[config.mk]
export PLATFORM = sky130hd
export DESIGN_NAME = multi_mode_pulse_counter_quad
export DESIGN_NICKNAME = d
export VERILOG_FILES = /design/src/pulse_counter_pkg.sv /design/src/multi_mode_pulse_counter_quad.sv
export SDC_FILE = /design/constraint.sdc
export NUM_CORES = 2
export LEC_CHECK = 0
export BUFFER_PORTS_ARGS = -buffer_cell sky130_fd_sc_hd__buf_2
export CELL_PAD_IN_SITES_DETAIL_PLACEMENT = 0
export CELL_PAD_IN_SITES_GLOBAL_PLACEMENT = 2
export CORE_MARGIN = 4
export CORE_UTILIZATION = 40
export DETAILED_ROUTE_END_ITERATION = 10
export PLACE_DENSITY_LB_ADDON = 0.1
export SLEW_MARGIN = 10
export SYNTH_ARGS = -nofsm -noshare
export SYNTH_HDL_FRONTEND = slang
export SYNTH_SLANG_ARGS = --single-unit
[constraint.sdc]
create_clock -name clk -period 6.6 [get_ports clk]
set_clock_uncertainty 0.15 [all_clocks]
set_input_delay 0.99 -clock clk [delete_from_list [all_inputs] [get_ports clk]]
set_output_delay 0.99 -clock clk [all_outputs]
set_load 0.05 [all_outputs]
[src/pulse_counter_pkg.sv]
// constants, field layout and mode encodings for the four-input pulse counter
// assumes a 100 MHz system clock and a plain strobe register port
// Contract
// - frequency mode: hertz per selectable window
// - totalize counts rising or falling edges
// - totalize wraps at cpr, zero means 32-bit
// - level clear holds totalizer at zero
// - inputs 3/4 edge-reset totalizers 1/2
// - hardware totalize reset within 100 us
// - compare drives shared output when count>=preset
// - shared outputs select software, pwm, compare
// - preset changes live; zero forces output low
// - width-high measured in microsecond ticks
// - width-low measured in microsecond ticks
// - period between like edges in microseconds
// - pulse result held until next completes
// - quad pairs inputs 1/2 and 3/4
// - four counts per cycle, reverse counts down
// - direction mode selects up or down
// - quad wraps at cpr both ways
// - software clear and set per quad
// - marker only while quad one active
// - async marker edge clears quad count
// - sync marker loads zero or cpr-1
// - marker sampled within 50 us
package pulse_counter_pkg;
  localparam int ACC_W = 32;
  localparam int ADDR_W = 5;
  localparam int NCH = 4;

  typedef enum logic [2:0] {
    MODE_OFF, MODE_FREQ, MODE_TOTAL, MODE_PULSE, MODE_QUAD, MODE_TRST, MODE_MARKER
  } mode_t;

  typedef enum logic [1:0] {OUT_SOFT, OUT_PWM, OUT_COUNT} out_sel_t;

  // register word addresses
  localparam logic [ADDR_W-1:0] REG_CFG0 = 5'h00;
  localparam logic [ADDR_W-1:0] REG_CPR0 = 5'h04;
  localparam logic [ADDR_W-1:0] REG_PRESET0 = 5'h08;
  localparam logic [ADDR_W-1:0] REG_PRESET1 = 5'h09;
  localparam logic [ADDR_W-1:0] REG_CTRL = 5'h0a;
  localparam logic [ADDR_W-1:0] REG_ACC0 = 5'h0c;

  // channel configuration fields
  localparam int CFG_MODE_LSB = 0;
  localparam int CFG_SUB_LSB = 3;
  localparam int CFG_MK_SYNC = 6;
  localparam int CFG_MK_HIGH = 7;
  localparam int CFG_MK_PHB = 8;
  localparam int CFG_EDGE_LSB = 9;
  localparam logic [ACC_W-1:0] CFG_RESET = 32'h0000_0000;

  // control register fields
  localparam int CTRL_CLR_LSB = 0;
  localparam int CTRL_SEL1_LSB = 4;
  localparam int CTRL_SEL2_LSB = 6;
  localparam int CTRL_SW_LSB = 8;
  localparam logic [ACC_W-1:0] CTRL_RESET = 32'h0000_0000;

  localparam logic [1:0] EDGE_RISE = 2'h0;
  localparam logic [1:0] EDGE_FALL = 2'h1;
  localparam logic [1:0] EDGE_BOTH = 2'h2;

  localparam logic [1:0] PULSE_WIDTH_HIGH = 2'h0;
  localparam logic [1:0] PULSE_WIDTH_LOW = 2'h1;
  localparam logic [1:0] PULSE_PERIOD_RISE = 2'h2;
  localparam logic [1:0] PULSE_PERIOD_FALL = 2'h3;

  // timing
  localparam int CLK_PERIOD_NS = 10;
  localparam int US_NS = 1000;
  localparam int US_CYCLES = (US_NS + CLK_PERIOD_NS - 1) / CLK_PERIOD_NS;
  localparam int US_PER_MS = 1000;
  localparam int RESET_LATENCY_US = 100;
  localparam int RESET_LATENCY_CYCLES = RESET_LATENCY_US * US_NS / CLK_PERIOD_NS;
  localparam int MARKER_SAMPLE_US = 50;
  localparam int MARKER_SAMPLE_CYCLES = MARKER_SAMPLE_US * US_NS / CLK_PERIOD_NS;

  // frequency sample windows in ms, and the factor that turns edges into hertz
  localparam logic [15:0] WIN_MS0 = 16'h03e8;
  localparam logic [15:0] WIN_MS1 = 16'h01f4;
  localparam logic [15:0] WIN_MS2 = 16'h00fa;
  localparam logic [15:0] WIN_MS3 = 16'h0064;
  localparam logic [3:0] WIN_MUL0 = 4'h1;
  localparam logic [3:0] WIN_MUL1 = 4'h2;
  localparam logic [3:0] WIN_MUL2 = 4'h4;
  localparam logic [3:0] WIN_MUL3 = 4'ha;
endpackage

[src/multi_mode_pulse_counter_quad.sv]
// four-input counter: frequency, totalize and pulse per input, quadrature per input pair
// assumes inputs are debounced pulse sources; pwm generation lives outside
`timescale 1ns/1ns
module multi_mode_pulse_counter_quad #(
  parameter int US_CYCLES_P = pulse_counter_pkg::US_CYCLES, // clocks per microsecond
  parameter int US_PER_MS_P = pulse_counter_pkg::US_PER_MS // microseconds per millisecond
) (
  input wire logic clk, // system clock
  input wire logic rst, // synchronous reset, high
  input wire logic [pulse_counter_pkg::NCH-1:0] cnt_in, // counter input pins
  input wire logic [1:0] pwm_in, // pwm waveforms from outside
  input wire logic [pulse_counter_pkg::ADDR_W-1:0] addr, // register word address
  input wire logic [pulse_counter_pkg::ACC_W-1:0] wdata, // write data
  input wire logic wr, // write strobe
  input wire logic rd, // read strobe
  output logic [pulse_counter_pkg::ACC_W-1:0] rdata, // read data, cycle after rd
  output logic shared_output_one, // physical output one
  output logic shared_output_two // physical output two
);
  import pulse_counter_pkg::*;

  localparam int RST_LAT_MAX = 2;

  logic [ACC_W-1:0] cfg_q [NCH];
  logic [ACC_W-1:0] cpr_q [NCH];
  logic [ACC_W-1:0] compare_preset_q [2];
  logic [ACC_W-1:0] ctrl_q;
  logic [ACC_W-1:0] acc_q [NCH];
  logic [ACC_W-1:0] rdata_q;
  logic [ACC_W-1:0] edge_cnt_q [NCH];
  logic [ACC_W-1:0] pw_q [NCH];
  logic [NCH-1:0] armed_q;
  logic [15:0] win_cnt_q [NCH];
  logic [15:0] us_cnt_q;
  logic [15:0] ms_cnt_q;
  logic [NCH-1:0] sync1_q, sync2_q, prev_q;
  logic out_one_q, out_two_q;

  mode_t mode [NCH];
  logic [NCH-1:0] rise, fall, win_done, p_start, p_end;
  logic [1:0] trst_hit, cmp_hit;
  logic [3:0] software_clear_bits;
  logic us_tick, ms_tick, mk_zero, mk_top, mk_async;

  function automatic logic edge_hit(input logic r, input logic f, input logic [1:0] code);
    case (code)
      EDGE_RISE: edge_hit = r;
      EDGE_FALL: edge_hit = f;
      EDGE_BOTH: edge_hit = r | f;
      default: edge_hit = 1'b0;
    endcase
  endfunction

  function automatic logic [15:0] win_len(input logic [1:0] sel);
    case (sel)
      2'h0: win_len = WIN_MS0;
      2'h1: win_len = WIN_MS1;
      2'h2: win_len = WIN_MS2;
      default: win_len = WIN_MS3;
    endcase
  endfunction

  function automatic logic [ACC_W-1:0] freq_scale(input logic [ACC_W-1:0] n,
                                                  input logic [1:0] sel);
    logic [3:0] m;
    case (sel)
      2'h0: m = WIN_MUL0;
      2'h1: m = WIN_MUL1;
      2'h2: m = WIN_MUL2;
      default: m = WIN_MUL3;
    endcase
    freq_scale = ACC_W'(n * m);
  endfunction

  // count up, back to zero on the count after cpr-1; zero cpr wraps at 32 bits
  function automatic logic [ACC_W-1:0] inc_wrap(input logic [ACC_W-1:0] a,
                                                input logic [ACC_W-1:0] c);
    if (c != '0 && a == c - 1'b1)
      inc_wrap = '0;
    else
      inc_wrap = a + 1'b1;
  endfunction

  // below zero loads cpr-1, which is all ones when cpr is zero
  function automatic logic [ACC_W-1:0] dec_wrap(input logic [ACC_W-1:0] a,
                                                input logic [ACC_W-1:0] c);
    if (a == '0)
      dec_wrap = c - 1'b1;
    else
      dec_wrap = a - 1'b1;
  endfunction

  // {up, down} in the sense where phase 1 leads phase 2
  function automatic logic [1:0] quad_step(input logic [1:0] pab, input logic [1:0] cab);
    logic ar, af, br, bf;
    ar = ~pab[1] & cab[1];
    af = pab[1] & ~cab[1];
    br = ~pab[0] & cab[0];
    bf = pab[0] & ~cab[0];
    quad_step[1] = (ar & ~cab[0]) | (br & cab[1]) | (af & cab[0]) | (bf & ~cab[1]);
    quad_step[0] = (ar & cab[0]) | (br & ~cab[1]) | (af & ~cab[0]) | (bf & cab[1]);
  endfunction

  // first stage feeds only the second; edges come from the second and third
  always_ff @(posedge clk)
  begin
    if (rst)
    begin
      sync1_q <= '0;
      sync2_q <= '0;
      prev_q <= '0;
    end
    else
    begin
      sync1_q <= cnt_in;
      sync2_q <= sync1_q;
      prev_q <= sync2_q;
    end
  end

  assign rise = sync2_q & ~prev_q;
  assign fall = ~sync2_q & prev_q;

  // microsecond and millisecond ticks
  always_ff @(posedge clk)
  begin
    if (rst)
    begin
      us_cnt_q <= '0;
      ms_cnt_q <= '0;
    end
    else
    begin
      us_cnt_q <= us_tick ? '0 : us_cnt_q + 1'b1;
      if (ms_tick)
        ms_cnt_q <= '0;
      else if (us_tick)
        ms_cnt_q <= ms_cnt_q + 1'b1;
    end
  end

  assign us_tick = us_cnt_q == 16'(US_CYCLES_P - 1);
  assign ms_tick = us_tick && ms_cnt_q == 16'(US_PER_MS_P - 1);
  assign software_clear_bits = ctrl_q[CTRL_CLR_LSB +: 4];

  always_comb
  begin
    for (int i = 0; i < NCH; i++)
    begin
      mode[i] = mode_t'(cfg_q[i][CFG_MODE_LSB +: 3]);
      win_done[i] = ms_tick && win_cnt_q[i] == win_len(cfg_q[i][CFG_SUB_LSB +: 2]) - 1'b1;
      case (cfg_q[i][CFG_SUB_LSB +: 2])
        PULSE_WIDTH_HIGH:
        begin
          p_start[i] = rise[i];
          p_end[i] = fall[i];
        end
        PULSE_WIDTH_LOW:
        begin
          p_start[i] = fall[i];
          p_end[i] = rise[i];
        end
        PULSE_PERIOD_RISE:
        begin
          p_start[i] = rise[i];
          p_end[i] = rise[i];
        end
        default:
        begin
          p_start[i] = fall[i];
          p_end[i] = fall[i];
        end
      endcase
    end
  end

  // inputs three and four reset totalizers one and two, only if those totalize
  always_comb
  begin
    for (int k = 0; k < 2; k++)
      trst_hit[k] = mode[k+2] == MODE_TRST && mode[k] == MODE_TOTAL &&
                    edge_hit(rise[k+2], fall[k+2], cfg_q[k+2][CFG_EDGE_LSB +: 2]);
  end

  // marker on input three acts on quad one; the marker level is read on the
  // same clock as the phase edge, well inside the sampling limit
  always_comb
  begin
    logic ph_r, ph_f, lvl_ok, fall_mode, active;
    active = mode[0] == MODE_QUAD && mode[2] == MODE_MARKER;
    ph_r = cfg_q[2][CFG_MK_PHB] ? rise[1] : rise[0];
    ph_f = cfg_q[2][CFG_MK_PHB] ? fall[1] : fall[0];
    lvl_ok = sync2_q[2] == cfg_q[2][CFG_MK_HIGH];
    fall_mode = cfg_q[2][CFG_EDGE_LSB +: 2] == EDGE_FALL;
    mk_async = active && !cfg_q[2][CFG_MK_SYNC] &&
               edge_hit(rise[2], fall[2], cfg_q[2][CFG_EDGE_LSB +: 2]);
    mk_zero = active && cfg_q[2][CFG_MK_SYNC] && lvl_ok &&
              (fall_mode ? ph_f : ph_r);
    mk_top = active && cfg_q[2][CFG_MK_SYNC] && lvl_ok &&
             (fall_mode ? ph_r : ph_f);
  end

  // frequency window and edge counting
  always_ff @(posedge clk)
  begin
    for (int i = 0; i < NCH; i++)
    begin
      if (rst || mode[i] != MODE_FREQ)
      begin
        win_cnt_q[i] <= '0;
        edge_cnt_q[i] <= '0;
      end
      else
      begin
        if (ms_tick)
          win_cnt_q[i] <= win_done[i] ? '0 : win_cnt_q[i] + 1'b1;
        // an edge landing on the closing cycle opens the next window
        edge_cnt_q[i] <= win_done[i] ? ACC_W'(rise[i]) : edge_cnt_q[i] + ACC_W'(rise[i]);
      end
    end
  end

  // pulse timing in microsecond ticks, saturating rather than wrapping
  always_ff @(posedge clk)
  begin
    for (int i = 0; i < NCH; i++)
    begin
      if (rst || mode[i] != MODE_PULSE)
      begin
        pw_q[i] <= '0;
        armed_q[i] <= 1'b0;
      end
      else if (p_start[i])
      begin
        pw_q[i] <= '0;
        armed_q[i] <= 1'b1;
      end
      else if (us_tick && pw_q[i] != '1)
        pw_q[i] <= pw_q[i] + 1'b1;
    end
  end

  // accumulators
  always_ff @(posedge clk)
  begin
    for (int i = 0; i < NCH; i++)
    begin
      logic [1:0] st;
      logic up, dn;
      st = quad_step({prev_q[i], prev_q[i|1]}, {sync2_q[i], sync2_q[i|1]});
      up = cfg_q[i][CFG_SUB_LSB] ? st[0] : st[1];
      dn = cfg_q[i][CFG_SUB_LSB] ? st[1] : st[0];
      if (rst || (i[0] && mode[i & 2] == MODE_QUAD))
        acc_q[i] <= '0;
      else
      begin
        case (mode[i])
          MODE_FREQ:
            if (win_done[i])
              acc_q[i] <= freq_scale(edge_cnt_q[i], cfg_q[i][CFG_SUB_LSB +: 2]);
          MODE_TOTAL:
            if (software_clear_bits[i] || (i < 2 && trst_hit[i & 1]))
              acc_q[i] <= '0;
            else if (edge_hit(rise[i], fall[i], {1'b0, cfg_q[i][CFG_SUB_LSB]}))
              acc_q[i] <= inc_wrap(acc_q[i], cpr_q[i]);
          MODE_PULSE:
            if (p_end[i] && armed_q[i])
              acc_q[i] <= pw_q[i];
          MODE_QUAD:
            if (i[0])
              acc_q[i] <= '0;
            else if (software_clear_bits[i])
              acc_q[i] <= '0;
            else if (software_clear_bits[i|1])
              acc_q[i] <= cpr_q[i] - 1'b1;
            else if (i == 0 && (mk_async || mk_zero))
              acc_q[i] <= '0;
            else if (i == 0 && mk_top)
              acc_q[i] <= cpr_q[i] - 1'b1;
            else if (up)
              acc_q[i] <= inc_wrap(acc_q[i], cpr_q[i]);
            else if (dn)
              acc_q[i] <= dec_wrap(acc_q[i], cpr_q[i]);
          default:
            acc_q[i] <= '0;
        endcase
      end
    end
  end

  // register writes
  always_ff @(posedge clk)
  begin
    if (rst)
    begin
      for (int i = 0; i < NCH; i++)
      begin
        cfg_q[i] <= CFG_RESET;
        cpr_q[i] <= '0;
      end
      compare_preset_q[0] <= '0;
      compare_preset_q[1] <= '0;
      ctrl_q <= CTRL_RESET;
    end
    else if (wr)
    begin
      for (int i = 0; i < NCH; i++)
      begin
        if (addr == REG_CFG0 + ADDR_W'(i))
          cfg_q[i] <= wdata;
        if (addr == REG_CPR0 + ADDR_W'(i))
          cpr_q[i] <= wdata;
      end
      if (addr == REG_PRESET0)
        compare_preset_q[0] <= wdata;
      if (addr == REG_PRESET1)
        compare_preset_q[1] <= wdata;
      if (addr == REG_CTRL)
        ctrl_q <= wdata;
    end
  end

  // read data valid only in the cycle after the strobe; unmapped reads zero
  always_ff @(posedge clk)
  begin
    if (rst || !rd)
      rdata_q <= '0;
    else
    begin
      rdata_q <= '0;
      for (int i = 0; i < NCH; i++)
      begin
        if (addr == REG_CFG0 + ADDR_W'(i))
          rdata_q <= cfg_q[i];
        if (addr == REG_CPR0 + ADDR_W'(i))
          rdata_q <= cpr_q[i];
        if (addr == REG_ACC0 + ADDR_W'(i))
          rdata_q <= acc_q[i];
      end
      if (addr == REG_PRESET0)
        rdata_q <= compare_preset_q[0];
      if (addr == REG_PRESET1)
        rdata_q <= compare_preset_q[1];
      if (addr == REG_CTRL)
        rdata_q <= ctrl_q;
    end
  end

  // compare against preset; a zero preset disables the compare
  always_comb
  begin
    for (int k = 0; k < 2; k++)
      cmp_hit[k] = mode[k] == MODE_TOTAL && compare_preset_q[k] != '0 &&
                   acc_q[k] >= compare_preset_q[k];
  end

  // shared output source select, registered so the pins never glitch
  always_ff @(posedge clk)
  begin
    if (rst)
    begin
      out_one_q <= 1'b0;
      out_two_q <= 1'b0;
    end
    else
    begin
      case (out_sel_t'(ctrl_q[CTRL_SEL1_LSB +: 2]))
        OUT_SOFT: out_one_q <= ctrl_q[CTRL_SW_LSB];
        OUT_PWM: out_one_q <= pwm_in[0];
        OUT_COUNT: out_one_q <= cmp_hit[0];
        default: out_one_q <= 1'b0;
      endcase
      case (out_sel_t'(ctrl_q[CTRL_SEL2_LSB +: 2]))
        OUT_SOFT: out_two_q <= ctrl_q[CTRL_SW_LSB+1];
        OUT_PWM: out_two_q <= pwm_in[1];
        OUT_COUNT: out_two_q <= cmp_hit[1];
        default: out_two_q <= 1'b0;
      endcase
    end
  end

  assign rdata = rdata_q;
  assign shared_output_one = out_one_q;
  assign shared_output_two = out_two_q;
endmodule

==> qor.yml <==
critical_path:
  required_ps: 6990
  rrSetupSlack_ps: 700
  arrival_ps: 6290
  timing.rr.end: "acc_q[0][27]"
  rr_startpoint: "cfg_q[0][4]"
  cp-end-kind: "register"
  path_class: "register to register"
  reg2regPathDepth: 17
  critPathLaunchType: "register"
  crit_fanout: 22
clocking:
  postCtsSetupBuffers: 0
  cts_root_buf: "clkbuf_16"
  hold_buffers: 0
  clkSinkCount: 882
  cts_resized: 0
  cts_tree: "built"
  insertion_delay_ps: 760
  cts_buffers: 110
  clock_path_buffers: 3
  cts.htree.levels: 3
  clk_pin_slew_ps: 60
layout:
  fin_util_pct: 44.0
  final_common_cell: "nand2_1"
  num-nets-final: 8102
  mostFrequentLayoutCells: "789 x nand2_1, 708 x nor2_1, 640 x edfxtp_1, 524 x and2_1, 485 x inv_1"
  synthToLayoutAreaGrowth_pct: 9.38
  drive_gt1_share_pct: 6.60
power_and_ir_drop:
  p_comb_share_pct: 9.0
  power_switching_uw: 3950
  p_clk_share_pct: 44.6
  ir_worst_vdd_v: 0.000217
  leakage_uw: 0.0289
  p_total_uw: 14200
  seqPwrFrac_pct: 46.4
  switching_share_pct: 27.8
  internal_power_uw: 10300
  power_density_nw_per_um2: 191
hold_path:
  min_from: "sync1_q[0]"
  whs_endpoint: "sync2_q[0]"
  hold_class: "register to register"
  min_path_cells: 1
detailed_routing:
  firstDrtPassIters: 6
  drc: 0
  drtIter0Drc: 5446
  dr_total_vias: 57600
  postRouteAntennaNets: 0
  wl_per_cell_um: 25.2
  drt_wl_total_um: 250000
  via_per_inst: 5.82
floorplanning:
  core-area_um2: 169000
  rows: 151
  ios: 81
  die_w_um: 421
  dieHeight_um: 421
  initial_core_util_pct: 40.2
  dieArea_um2: 177000
global_routing:
  first_global_vias: 55300
  grt_antenna_before_repair: 25
  busiest_layer: "met2"
  use_met1_pct: 38.2
  grt_max_degree: 51
  grt_use_total_pct: 27.7
  use_met3_pct: 4.52
  grt_pass1_wl_um: 371000
  grt-ovfl-total: 0
  grtUsageMet2_pct: 43.9
logic_synthesis:
  synth-edff-count: 640
  ys_types: 95
  synth_flop_cell: "edfxtp_1"
  async_flop_share_pct: 0
  ys_ff_latch: 882
  seq_area_frac_synth_pct: 35.3
  mappedNetlistArea_um2: 68200
  synth_warnings: 0
  postSynthCellCount: 7679
  syn-num-nets: 8205
  syn_area_per_cell_um2: 8.88
sta:
  relSlewSlack_pct: 15.9
  timing.final.crit_period_ps: 5900
  tightest_slew_ps: 1260
  slew_viol_final: 0
  setup_slack_ps: 698
  fmax_mhz: 169
  rsz0062_at_grt: "no"
  finalSetupViolations: 0
  fin_setup_tns_ps: 0
  finalHoldViolations: 0
  fin_crit_sh_pct: 89.4
outcome:
  status: "finished, final reports clean"
place:
  pre_cts_ws_ps: 586
  place_congestion: 0.941
  port_buffers: 80
  dp_hpwl_um: 190000
job:
  max_cap_violations: 0
==> critical path, cell delays in order, from the launching register on <==
cell	delay, ps
edfxtp_1	480
ha_1	720
buf_4	260
nand2_1	80
fa_1	480
fa_1	490
inv_1	60
ha_1	290
a211o_1	290
o211ai_1	130
a21oi_1	210
a22o_1	270
o41ai_1	650
a31oi_1	280
a31oi_1	260
xnor2_1	160
nand2_1	80
a221oi_1	350
==> layer usage <==
layer	wire length, um	vias up
li1	-	26700
met1	109000	28500
met3	17300	431
met5	45	-
met4	10100	6
met2	113000	1968
==> power by group through the flow <==
| stage | Combinational [uW] | Clock [uW] | Sequential [uW] |
|---|---|---|---|
| 5_1_grt | 1370 | 6690 | 6600 |
| 6_report | 1270 | 6340 | 6590 |
| 4_1_cts | 1260 | 6470 | 6570 |
| 2_1_floorplan | 870 | 0 | 6420 |
| 3_3_place_gp | 1250 | 0 | 6690 |
| 3_5_place_dp | 1260 | 0 | 6690 |
==> layout make-up <==
cell class / instances / area [um^2]
well taps: 2218 / 2780
flip-flops and latches: 882 / 24100
repair buffers: 208 / 1360
multi-input cells: 5889 / 40800
fillers: 16800 / 94900
inverters: 485 / 1820
clock inverters: 56 / 583
clock buffers: 151 / 3130
diodes: 17 / 42.5
==> cell usage after synthesis, types with 124 or more instances <==
cell type / instances / share of area, %
and3_1: 124 / 1.1
nor2_1: 715 / 3.9
and2_1: 524 / 4.8
nand4_1: 162 / 1.5
fa_1: 228 / 6.7
ha_1: 251 / 4.6
inv_1: 485 / 2.7
xnor2_1: 391 / 5.0
nand2_1: 790 / 4.3
a21oi_1: 278 / 2.0
nor3_1: 154 / 1.1
clkbuf_1: 380 / 2.1
nand3_1: 274 / 2.0
dfxtp_1: 242 / 7.1
edfxtp_1: 640 / 28
o21ai_0: 275 / 2.0
a22oi_1: 136 / 1.5
xor2_1: 404 / 5.2
==> cells by family after synthesis <==
family,count (synthesis),synth area share [%]
buffers and inverters,908,5.05
adders and majority gates,479,11.3
muxes,71,1.12
AOI/OAI and AO/OA,1324,13.0
and+or+nand+nor,3215,23.8
xor gates and xnor gates,800,10.4
DFF,882,35.3
==> flip-flops by register name, summed over array words and instances (netlist names) <==
register	flops
pw_q	128
edge_cnt_q	128
cfg_q	128
prev_q	4
armed_q	4
rdata	32
shared_output_one	1
sync1_q	4
shared_output_two	1
ctrl_q	32
win_cnt_q	64
compare_preset_q	64
cpr_q	128
us_cnt_q	16
sync2_q	4
acc_q	128
ms_cnt_q	16
==> how the worst max path moves through the flow <==
stage	slack, ps	from	end	cells after the start
2_1_floorplan	1050	cfg_q[0][3]	acc_q[0][27]	22
3_3_place_gp	800	cfg_q[0][3]	acc_q[0][30]	18
3_5_place_dp	590	cfg_q[0][3]	acc_q[0][27]	17
4_1_cts	600	cfg_q[0][4]	acc_q[0][27]	17
5_1_grt	190	cfg_q[0][3]	acc_q[0][27]	17
6_report	700	cfg_q[0][4]	acc_q[0][27]	17
==> metrics by stage <==
stage	std cells	cell area, um^2	hold WS [ps]
global route	9893	74500	298
CTS	9889	74500	261
floorplan	7679	68200	264
finish	9906	74600	297
detailed placement	9682	70800	274
global placement	9682	70800	277
No activity file was read; power rests on OpenSTA's default activity.
